$ cat src/design/crx_pkg.sv
// Constants and types shared by the camera lane receiver.
// Assumes one 40 MHz system clock; link pins are sampled, not clocked.
package crx_pkg;
  localparam int LANES = 4;
  // Low-power line states as {p, n}
  localparam logic [1:0] LP11 = 2'h3;
  localparam logic [1:0] LP01 = 2'h1;
  localparam logic [1:0] LP10 = 2'h2;
  localparam logic [1:0] LP00 = 2'h0;
  localparam logic [7:0] SYNC_BYTE = 8'hB8;
  localparam logic [5:0] SHORT_DT_MAX = 6'h0F;
  localparam logic [5:0] DT_FS = 6'h00;
  localparam logic [5:0] DT_FE = 6'h01;
  localparam logic [1:0] HDR_LAST = 2'h3;
  localparam logic [15:0] CRC_SEED = 16'hFFFF;
  localparam logic [15:0] CRC_POLY = 16'h8408;
  // Syndrome column of each header bit, bit 23 first
  localparam logic [23:0][5:0] ECC_COL = {
    6'h3B, 6'h37, 6'h2F, 6'h1F, 6'h38, 6'h34, 6'h32, 6'h31,
    6'h2C, 6'h2A, 6'h29, 6'h26, 6'h25, 6'h23, 6'h1C, 6'h1A,
    6'h19, 6'h16, 6'h15, 6'h13, 6'h0E, 6'h0D, 6'h0B, 6'h07};
  localparam int BUF_W = 8;
  localparam int BUF_D = 2;
  typedef enum logic [1:0] {
    LS_INIT = 2'h2,
    LS_STOP = 2'h0,
    LS_RQST = 2'h1,
    LS_HS = 2'h3
  } crx_lane_st_t;
  typedef enum logic [1:0] {
    PS_HDR = 2'h0,
    PS_PAY = 2'h1,
    PS_FTR = 2'h3,
    PS_SKIP = 2'h2
  } crx_pkt_st_t;
endpackage

$ cat src/design/crx_lane_receiver.sv
// Receive front end for a camera serial link: lane states, byte merge, packet parse.
// Assumes lane pins and the byte clock are asynchronous and slow against i_clk;
// deserialised bytes change on the byte clock's falling edge.
//
// Summary of operation
// - Lane enters high-speed only after LP-11, LP-01, LP-00 in order.
// - High-speed lane stays so until LP-11 is seen.
// - Data lane termination is on during a burst of a lane within the lane count, off otherwise.
// - Clock lane uses the same entry and exit sequence.
// - Continuous or non-continuous clock lane chosen by a configuration bit.
// - Continuous clock lane counts as always high-speed.
// - Only one, two or four data lanes are accepted.
// - Data type 0x00 to 0x0F means short packet, else long.
// - Short packets mark frames and lines; long payload follows frame start.
// - Receiver is target only and never drives a lane.
// - Escape mode is not decoded.
// - Long packet: 32-bit header, word-count payload bytes, 16-bit checksum.
// - Header ECC corrects single, detects double errors, raises a flag.
// - Payload checksum mismatch raises a flag.
// - Start-of-transmission and sync errors raise flags.
`timescale 1ns/1ps
module crx_lane_receiver (
  input wire logic i_clk,
  input wire logic i_rst,
  input wire logic i_cont_clk,
  input wire logic [2:0] i_lane_cnt,
  input wire logic [3:0] i_lp_p,
  input wire logic [3:0] i_lp_n,
  input wire logic i_clk_lp_p,
  input wire logic i_clk_lp_n,
  input wire logic i_byte_clk,
  input wire logic [31:0] i_hs_byte,
  input wire logic i_ready,
  output logic [7:0] o_data,
  output logic o_valid,
  output logic [3:0] o_term_en,
  output logic o_clk_term_en,
  output logic [3:0] o_lane_hs,
  output logic o_short_valid,
  output logic [1:0] o_short_vc,
  output logic [5:0] o_short_dt,
  output logic [15:0] o_short_data,
  output logic o_in_frame,
  output logic o_ecc_err,
  output logic o_ecc_corr,
  output logic o_crc_err,
  output logic o_sot_err,
  output logic o_sot_sync_err,
  output logic o_ovf,
  output logic o_cfg_err
);
  localparam int NL = crx_pkg::LANES;
  localparam int SW = 2 * (NL + 1) + 1 + 8 * NL;

  function automatic logic [5:0] ecc_calc(input logic [23:0] d);
    logic [5:0] p;
    p = '0;
    for (int i = 0; i < 24; i++) begin
      p = p ^ (d[i] ? crx_pkg::ECC_COL[i] : 6'h00);
    end
    return p;
  endfunction

  function automatic logic [15:0] crc_byte(input logic [15:0] c, input logic [7:0] b);
    logic [15:0] r;
    logic fb;
    r = c;
    for (int k = 0; k < 8; k++) begin
      fb = r[0] ^ b[k];
      r = {1'b0, r[15:1]} ^ (fb ? crx_pkg::CRC_POLY : 16'h0000);
    end
    return r;
  endfunction

  ////////////////////////////////////////////////////////////////////////////////
  // Pin synchronisers; lanes are inputs only, nothing is driven back
  logic [SW-1:0] pin_s1_r;
  logic [SW-1:0] pin_s2_r;
  logic bclk_d_r;
  logic bclk_rise;
  logic [8*NL-1:0] hs_s;
  logic [1:0] lp_s [NL+1];
  logic [NL:0] lane_hs_raw;
  logic [NL-1:0] lane_act;
  logic [NL-1:0] lane_rx;
  logic [NL-1:0] lane_ok;
  logic [NL-1:0] sot_e;
  logic [NL-1:0] sync_e;
  logic [2:0] lane_num;
  logic clk_hs;

  always_ff @(posedge i_clk) begin
    if (i_rst) begin
      pin_s1_r <= '0;
      pin_s2_r <= '0;
      bclk_d_r <= 1'b0;
    end else begin
      pin_s1_r <= {i_byte_clk, i_clk_lp_p, i_clk_lp_n, i_lp_p, i_lp_n, i_hs_byte};
      pin_s2_r <= pin_s1_r;
      bclk_d_r <= pin_s2_r[SW-1];
    end
  end

  assign bclk_rise = pin_s2_r[SW-1] && !bclk_d_r;
  assign hs_s = pin_s2_r[8*NL-1:0];
  assign lp_s[NL] = pin_s2_r[SW-2 -: 2];

  ////////////////////////////////////////////////////////////////////////////////
  // Lane count decode; other counts disable reception
  always_comb begin
    case (i_lane_cnt)
      3'h1: lane_act = 4'h1;
      3'h2: lane_act = 4'h3;
      3'h4: lane_act = 4'hF;
      default: lane_act = 4'h0;
    endcase
  end
  assign lane_num = (lane_act == '0) ? 3'h0 : i_lane_cnt;

  ////////////////////////////////////////////////////////////////////////////////
  // Lane state machines, index NL is the clock lane
  for (genvar g = 0; g <= NL; g++) begin : g_lane
    crx_pkg::crx_lane_st_t st_r;
    if (g < NL) begin : g_lp
      assign lp_s[g] = {pin_s2_r[8*NL+NL+g], pin_s2_r[8*NL+g]};
    end
    always_ff @(posedge i_clk) begin
      if (i_rst) begin
        st_r <= crx_pkg::LS_INIT;
      end else begin
        case (st_r)
          crx_pkg::LS_INIT: if (lp_s[g] == crx_pkg::LP11) st_r <= crx_pkg::LS_STOP;
          // LP-10 would start escape; it is simply ignored
          crx_pkg::LS_STOP: if (lp_s[g] == crx_pkg::LP01) st_r <= crx_pkg::LS_RQST;
          crx_pkg::LS_RQST: begin
            if (lp_s[g] == crx_pkg::LP00) st_r <= crx_pkg::LS_HS;
            else if (lp_s[g] == crx_pkg::LP11) st_r <= crx_pkg::LS_STOP;
            else if (lp_s[g] == crx_pkg::LP10) st_r <= crx_pkg::LS_INIT;
          end
          // Sensor keeps LP-00 until it returns to stop
          crx_pkg::LS_HS: if (lp_s[g] == crx_pkg::LP11) st_r <= crx_pkg::LS_STOP;
          default: st_r <= crx_pkg::LS_INIT;
        endcase
      end
    end
    assign lane_hs_raw[g] = st_r == crx_pkg::LS_HS;
  end

  assign clk_hs = i_cont_clk || lane_hs_raw[NL];
  assign lane_rx = lane_hs_raw[NL-1:0] & lane_act & {NL{clk_hs}};
  assign o_term_en = lane_hs_raw[NL-1:0] & lane_act;
  assign o_clk_term_en = clk_hs;
  assign o_lane_hs = lane_rx;

  ////////////////////////////////////////////////////////////////////////////////
  // Sync byte check on the first byte of each burst; one bad bit is tolerated
  for (genvar g = 0; g < NL; g++) begin : g_sot
    logic seen_r;
    logic ok_r;
    logic [7:0] x;
    logic first;
    assign x = hs_s[8*g +: 8] ^ crx_pkg::SYNC_BYTE;
    assign first = lane_rx[g] && bclk_rise && !seen_r;
    always_ff @(posedge i_clk) begin
      if (i_rst || !lane_rx[g]) begin
        seen_r <= 1'b0;
        ok_r <= 1'b0;
      end else if (first) begin
        seen_r <= 1'b1;
        ok_r <= $countones(x) <= 1;
      end
    end
    assign sot_e[g] = first && $onehot(x);
    assign sync_e[g] = first && ($countones(x) > 1);
    assign lane_ok[g] = lane_rx[g] && ok_r;
  end

  ////////////////////////////////////////////////////////////////////////////////
  // Byte merge: lane 0 first, then upward; a stall past the next byte edge overflows
  logic [8*NL-1:0] hold_r;
  logic [2:0] left_r;
  logic [1:0] idx_r;
  logic cap;
  logic mb_valid;
  logic mb_fire;
  logic [7:0] mb_byte;
  logic ovf_nxt;
  logic pay_push;
  logic buf_in_ready;

  assign cap = bclk_rise && (lane_act != '0) && (&(lane_ok | ~lane_act));
  assign mb_valid = left_r != 3'h0;
  assign mb_byte = hold_r[8*idx_r +: 8];
  assign ovf_nxt = cap && (left_r > {2'h0, mb_fire});

  always_ff @(posedge i_clk) begin
    if (i_rst || !lane_rx[0]) begin
      hold_r <= '0;
      left_r <= 3'h0;
      idx_r <= 2'h0;
    end else if (cap) begin
      hold_r <= hs_s;
      left_r <= lane_num;
      idx_r <= 2'h0;
    end else if (mb_fire) begin
      left_r <= left_r - 3'h1;
      idx_r <= idx_r + 2'h1;
    end
  end

  ////////////////////////////////////////////////////////////////////////////////
  // Packet parser
  crx_pkg::crx_pkt_st_t pst_r;
  logic [15:0] cnt_r;
  logic [23:0] hdr_r;
  logic [15:0] wc_r;
  logic [15:0] crc_r;
  logic [7:0] ftr_lo_r;
  logic frame_r;
  logic [5:0] syn;
  logic [23:0] hdr_fix;
  logic col_hit;
  logic hdr_bad;
  logic hdr_done;
  logic ftr_done;
  logic is_short;

  always_comb begin
    syn = ecc_calc(hdr_r) ^ mb_byte[5:0];
    hdr_fix = hdr_r;
    col_hit = 1'b0;
    for (int i = 0; i < 24; i++) begin
      if (syn == crx_pkg::ECC_COL[i]) begin
        hdr_fix[i] = ~hdr_r[i];
        col_hit = 1'b1;
      end
    end
  end

  assign hdr_bad = (syn != 6'h00) && !col_hit && !$onehot(syn);
  assign hdr_done = mb_fire && pst_r == crx_pkg::PS_HDR && cnt_r[1:0] == crx_pkg::HDR_LAST;
  assign ftr_done = mb_fire && pst_r == crx_pkg::PS_FTR && cnt_r[0];
  assign is_short = hdr_fix[5:0] <= crx_pkg::SHORT_DT_MAX;
  // Payload outside a frame is dropped rather than forwarded
  assign pay_push = mb_valid && pst_r == crx_pkg::PS_PAY && frame_r;
  assign mb_fire = mb_valid && (!(pst_r == crx_pkg::PS_PAY && frame_r) || buf_in_ready);

  always_ff @(posedge i_clk) begin
    if (i_rst || !lane_rx[0]) begin
      pst_r <= crx_pkg::PS_HDR;
      cnt_r <= 16'h0000;
      hdr_r <= 24'h000000;
      wc_r <= 16'h0000;
      crc_r <= crx_pkg::CRC_SEED;
      ftr_lo_r <= 8'h00;
    end else if (mb_fire) begin
      case (pst_r)
        crx_pkg::PS_HDR: begin
          if (cnt_r[1:0] == crx_pkg::HDR_LAST) begin
            cnt_r <= 16'h0000;
            wc_r <= hdr_fix[23:8];
            if (hdr_bad || is_short) pst_r <= crx_pkg::PS_SKIP;
            else if (hdr_fix[23:8] == 16'h0000) pst_r <= crx_pkg::PS_FTR;
            else pst_r <= crx_pkg::PS_PAY;
          end else begin
            hdr_r <= {mb_byte, hdr_r[23:8]};
            cnt_r <= cnt_r + 16'h0001;
          end
        end
        crx_pkg::PS_PAY: begin
          crc_r <= crc_byte(crc_r, mb_byte);
          if (cnt_r == wc_r - 16'h0001) begin
            pst_r <= crx_pkg::PS_FTR;
            cnt_r <= 16'h0000;
          end else begin
            cnt_r <= cnt_r + 16'h0001;
          end
        end
        crx_pkg::PS_FTR: begin
          if (!cnt_r[0]) begin
            ftr_lo_r <= mb_byte;
            cnt_r <= 16'h0001;
          end else begin
            pst_r <= crx_pkg::PS_SKIP;
          end
        end
        crx_pkg::PS_SKIP: pst_r <= crx_pkg::PS_SKIP;
        default: pst_r <= crx_pkg::PS_HDR;
      endcase
    end
  end

  ////////////////////////////////////////////////////////////////////////////////
  // Frame tracking and status pulses
  always_ff @(posedge i_clk) begin
    if (i_rst) begin
      frame_r <= 1'b0;
      o_short_valid <= 1'b0;
      o_short_vc <= 2'h0;
      o_short_dt <= 6'h00;
      o_short_data <= 16'h0000;
    end else begin
      o_short_valid <= hdr_done && !hdr_bad && is_short;
      if (hdr_done && !hdr_bad && is_short) begin
        o_short_vc <= hdr_fix[7:6];
        o_short_dt <= hdr_fix[5:0];
        o_short_data <= hdr_fix[23:8];
        if (hdr_fix[5:0] == crx_pkg::DT_FS) frame_r <= 1'b1;
        if (hdr_fix[5:0] == crx_pkg::DT_FE) frame_r <= 1'b0;
      end
    end
  end

  always_ff @(posedge i_clk) begin
    if (i_rst) begin
      o_ecc_err <= 1'b0;
      o_ecc_corr <= 1'b0;
      o_crc_err <= 1'b0;
      o_sot_err <= 1'b0;
      o_sot_sync_err <= 1'b0;
      o_ovf <= 1'b0;
      o_cfg_err <= 1'b0;
    end else begin
      o_ecc_err <= hdr_done && syn != 6'h00;
      o_ecc_corr <= hdr_done && syn != 6'h00 && !hdr_bad;
      o_crc_err <= ftr_done && {mb_byte, ftr_lo_r} != crc_r;
      o_sot_err <= |sot_e;
      o_sot_sync_err <= |sync_e;
      o_ovf <= ovf_nxt;
      o_cfg_err <= lane_act == '0;
    end
  end

  assign o_in_frame = frame_r;

  crx_skid_buf #(.W(crx_pkg::BUF_W), .D(crx_pkg::BUF_D)) u_buf (
    .i_clk(i_clk),
    .i_rst(i_rst),
    .i_valid(pay_push),
    .o_ready(buf_in_ready),
    .i_data(mb_byte),
    .o_valid(o_valid),
    .i_ready(i_ready),
    .o_data(o_data)
  );
endmodule

$ cat src/design/crx_skid_buf.sv
// Small FIFO with valid/ready on both sides.
// Assumes a single clock and synchronous active-high reset.
`timescale 1ns/1ps
module crx_skid_buf #(
  parameter int W = 8,
  parameter int D = 2
) (
  input wire logic i_clk,
  input wire logic i_rst,
  input wire logic i_valid,
  output logic o_ready,
  input wire logic [W-1:0] i_data,
  output logic o_valid,
  input wire logic i_ready,
  output logic [W-1:0] o_data
);
  localparam int AW = (D > 1) ? $clog2(D) : 1;
  logic [W-1:0] mem_r [D];
  logic [AW-1:0] wp_r;
  logic [AW-1:0] rp_r;
  logic [AW:0] cnt_r;
  logic wr;
  logic rd;

  assign o_ready = cnt_r != (AW+1)'(D);
  assign o_valid = cnt_r != '0;
  assign o_data = mem_r[rp_r];
  assign wr = i_valid && o_ready;
  assign rd = o_valid && i_ready;

  always_ff @(posedge i_clk) begin
    if (wr) begin
      mem_r[wp_r] <= i_data;
    end
  end

  always_ff @(posedge i_clk) begin
    if (i_rst) begin
      wp_r <= '0;
      rp_r <= '0;
      cnt_r <= '0;
    end else begin
      if (wr) begin
        wp_r <= (wp_r == AW'(D - 1)) ? '0 : wp_r + 1'b1;
      end
      if (rd) begin
        rp_r <= (rp_r == AW'(D - 1)) ? '0 : rp_r + 1'b1;
      end
      cnt_r <= cnt_r + (AW+1)'(wr) - (AW+1)'(rd);
    end
  end
endmodule
$ cat config.mk
export PLATFORM = sky130hd
export DESIGN_NAME = crx_lane_receiver
export DESIGN_NICKNAME = d
export VERILOG_FILES = /design/src/design/crx_pkg.sv /design/src/design/crx_lane_receiver.sv /design/src/design/crx_skid_buf.sv
export SDC_FILE = /design/constraint.sdc
export NUM_CORES = 1
export LEC_CHECK = 0
export ABC_AREA = 1
export BUFFER_PORTS_ARGS = -buffer_cell sky130_fd_sc_hd__buf_2
export CORE_MARGIN = 2
export CORE_UTILIZATION = 30
export DETAILED_ROUTE_END_ITERATION = 7
export PLACE_DENSITY = 0.47
export SYNTH_ARGS = -nofsm -noshare
export SYNTH_HDL_FRONTEND = slang
export SYNTH_HIERARCHICAL = 1
export SYNTH_SLANG_ARGS = --single-unit
export TNS_END_PERCENT = 1
$ cat constraint.sdc
create_clock -name i_clk -period 12.2 [get_ports i_clk]
set_input_delay 1.22 -clock i_clk [delete_from_list [all_inputs] [get_ports i_clk]]
set_output_delay 1.22 -clock i_clk [all_outputs]
set_load 0.03 [all_outputs]
==> flow_metrics.tcl <==
set metrics [dict create \
    run_status "complete, no violations" \
    synth_top_family_by_area "simple AND/OR/NAND/NOR gates" \
    finalHoldViolCount 0 \
    leakagePower_nw 7.31 \
    nets 2138 \
    utilization_pct 35.2 \
    drv_cap 0 \
    hpwlAfterDp_um 28600 \
    setup-violations-final 0 \
    ir_drop_mv 0.116 \
    drt_pass1_iterations 5 \
    design.die.area_sq_um 48700 \
    ys.flop_type "dfxtp_1" \
    antenna_found_initial 0 \
    antenna_cells 0 \
    postRouteAntennaNets 0 \
    fill_cells 4905 \
    critPathKind "register to register" \
    synth-compound-area-share_pct 9.99 \
    coreArea_sq_um 46500 \
    reg2reg_depth 28 \
    synth.top_cell.area_share_pct 37.2 \
    layout_commonest_cell "nand2_1" \
    pwr_density_cell_nw_per_um2 131 \
    final.setup.tns_ns 0 \
    mostFrequentLayoutCells "nand2_1 (455), inv_1 (297), dfxtp_1 (262), nor2_1 (203), a21oi_1 (142)" \
    crit-reg2reg-launch "idx_r[0]$_SDFFE_PP0P_" \
    root_buffer "clkbuf_16" \
    crit_family "simple AND/OR/NAND/NOR gates" \
    clock_skew_ns 0.0327 \
    required_ns 12.68 \
    synth_cells 1946 \
    synth.avg_cell_area_sq_um 7.24 \
    cp.arrival_ns 5.56 \
    die_w_um 221 \
    h-tree-depth 2 \
    ys_seq_area_share_pct 40.6 \
    fin_area_sq_um 16400 \
    hp-start "pin_s1_r[25]$_SDFF_PP0_" \
    clock_latency_ns 0.57 \
    synth.area.top_cells "dfxtp_1 (37%), nand2_1 (12%), inv_1 (7.9%)" \
    synthToLayoutAreaGrowth_pct 16.2 \
    routed_wl_um 38500 \
    cts.reportedPaths.clkPinSlew_ns 0.06 \
    synth_xor_area_share_pct 5.91 \
    routedWlPerCell_um 14.4 \
    startpoint_type "register" \
    synth_area_sq_um 14100 \
    synth_mux_area_share_pct 0.639 \
    yosys.area_share.simple_pct 26.3 \
    critPathBufInv 4 \
    synthAdderAreaFrac_pct 6.29 \
    place.gp.congestion 0.850 \
    clockBufferDepth 3 \
    grt_pass1_wl_um 61000 \
    yosysWarnings 6 \
    portBuffers 100 \
    rsz0062_at_grt "false" \
    synth_top_area_cell "dfxtp_1" \
    grt_max_degree 87 \
    drcViolationCount 0 \
    setup.reg_to_reg.worst_slack_ns 7.12 \
    hold_path_class "register to register" \
    worstMarginPinSlew_ns 1.10 \
    cp_slowest_cell "dfxtp_1" \
    synth_cell_types 47 \
    critPathMaxStageDelay_ns 0.78 \
    rows 79 \
    via_count 12000 \
    start_util_pct 30.3 \
    ys_ff_latch 278 \
    holdBufCountCts 0 \
    synth_edf_count 16 \
    min_to "pin_s2_r[25]$_SDFF_PP0_" \
    cts_sinks 278 \
    cts_resized 0 \
    grt_pass1_vias 11400 \
    hold_path_depth 2 \
    finalCriticalPeriod_ns 5.08 \
    max_freq_ghz 0.197 \
    grt_overflow_total 0 \
    placedInstanceArea_sq_um 15100 \
    initialDrtViolationCount 625 \
    cp_max_fo 26 \
    r2r_end "o_short_data[7]$_SDFFE_PP0P_" \
    viasPerCell 4.51 \
    slew_violations 0 \
    async_reset_ff_share_pct 0 \
    post-route-period-util_pct 41.7 \
    drive_above_1_share_pct 10.9 \
    cts_tree "done" \
    chipHeight_um 221 \
    track_usage_pct 16.0 \
    cts_buffers 35 \
    slew_headroom_pct 26.7 \
    post-cts-setup-buffers 0 \
    crit_top_cell "nand2_1" \
    timing.critical_path.to_type "register" \
    multi_input_comb_area_sq_um 6930 \
    synth_nets 2056 \
    regArea_sq_um 5730 \
    pin_count 101 \
]
-- flip-flops by register name, summed over array words and instances (netlist names), 3 cells and up, named ones only --
register and count:
hdr_r 24, g_lane.st_r 10, hold_r 32, o_short_dt 6, pin_s2_r 43, left_r 3, ftr_lo_r 8, cnt_r 16
pin_s1_r 43, wc_r 16, g_sot.ok_r 4, g_sot.seen_r 4, o_short_data 16, crc_r 16, u_buf/mem_r 16
-- Yosys cell counts (30+ instances only) --
cell and number:
nand2_1 455, inv_1 298, dfxtp_1 262, nor2_1 204, a21oi_1 142, nand3_1 128
o21ai_0 81, xor2_1 60, ha_1 42, clkbuf_1 39, xnor2_1 35, nor3_1 30
-- worst min-delay path, delay by kind of cell (launching register included) --
kind                   cells  cell delay (ns)
buffers and inverters      1             0.04
flip-flops                 1             0.29
AND/OR/NAND/NOR            1             0.03
-- how the worst max path moves through the flow --
stage | slack, ns | to | startpoint | cells past startpoint
floorplan | 8.13 | o_lane_hs[1] | i_lane_cnt[0] | 7
global placement | 7.05 | hold_r[13]$_SDFFE_PP0P_ | i_lane_cnt[0] | 12
detailed placement | 6.99 | hold_r[31]$_SDFFE_PP0P_ | i_lane_cnt[0] | 12
CTS | 7.14 | o_short_data[11]$_SDFFE_PP0P_ | idx_r[0]$_SDFFE_PP0P_ | 28
global route | 6.62 | o_short_data[11]$_SDFFE_PP0P_ | idx_r[0]$_SDFFE_PP0P_ | 28
finish | 7.12 | o_short_data[7]$_SDFFE_PP0P_ | idx_r[0]$_SDFFE_PP0P_ | 28
-- cell families (layout without fill, tap and decap cells) --
group           count (synthesis)  after routing
fa+ha+maj                      60             60
compound gates                259            259
mux                             8              8
simple gates                  876            876
xor+xnor                       95             95
flops                         278            278
buf+inv                       370            479
-- report_power, final --
group	internal [mW]	total [mW]	switching, mW
logic	0.0327	0.0824	0.0496
clock network	0.690	1.12	0.432
registers	0.932	0.941	0.00911
-- area by class of cell --
| cell class | count | area share, % |
|---|---|---|
| Inverter | 309 | 7.09 |
| Clock inverter | 20 | 1.83 |
| Tap cell | 607 | 4.64 |
| Multi-Input combinational cell | 1298 | 42.3 |
| Sequential cell | 278 | 35.0 |
| Timing Repair Buffer | 106 | 3.35 |
| Clock buffer | 44 | 5.80 |
-- routing by layer --
| layer | wire (um) | track usage, % | vias to the layer above |
|---|---|---|---|
| li1 | - | - | 6263 |
| met1 | 18400 | 21.4 | 5472 |
| met2 | 17600 | 26.2 | 214 |
| met3 | 1660 | 2.67 | 48 |
| met4 | 785 | 5.13 | 0 |
| met5 | 0 | 0 | - |
-- metrics by stage --
stage	cells	worst slack, ns	hold WS [ns]	total power [mW]
floorplan	1946	8.13	0.388	1.02
global placement	2598	7.05	0.391	1.04
detailed placement	2598	6.99	0.392	1.05
CTS	2662	7.14	0.400	2.18
global route	2662	6.62	0.410	2.23
finish	2662	7.12	0.400	2.14
Note: power is estimated with default switching activity, not from simulation.
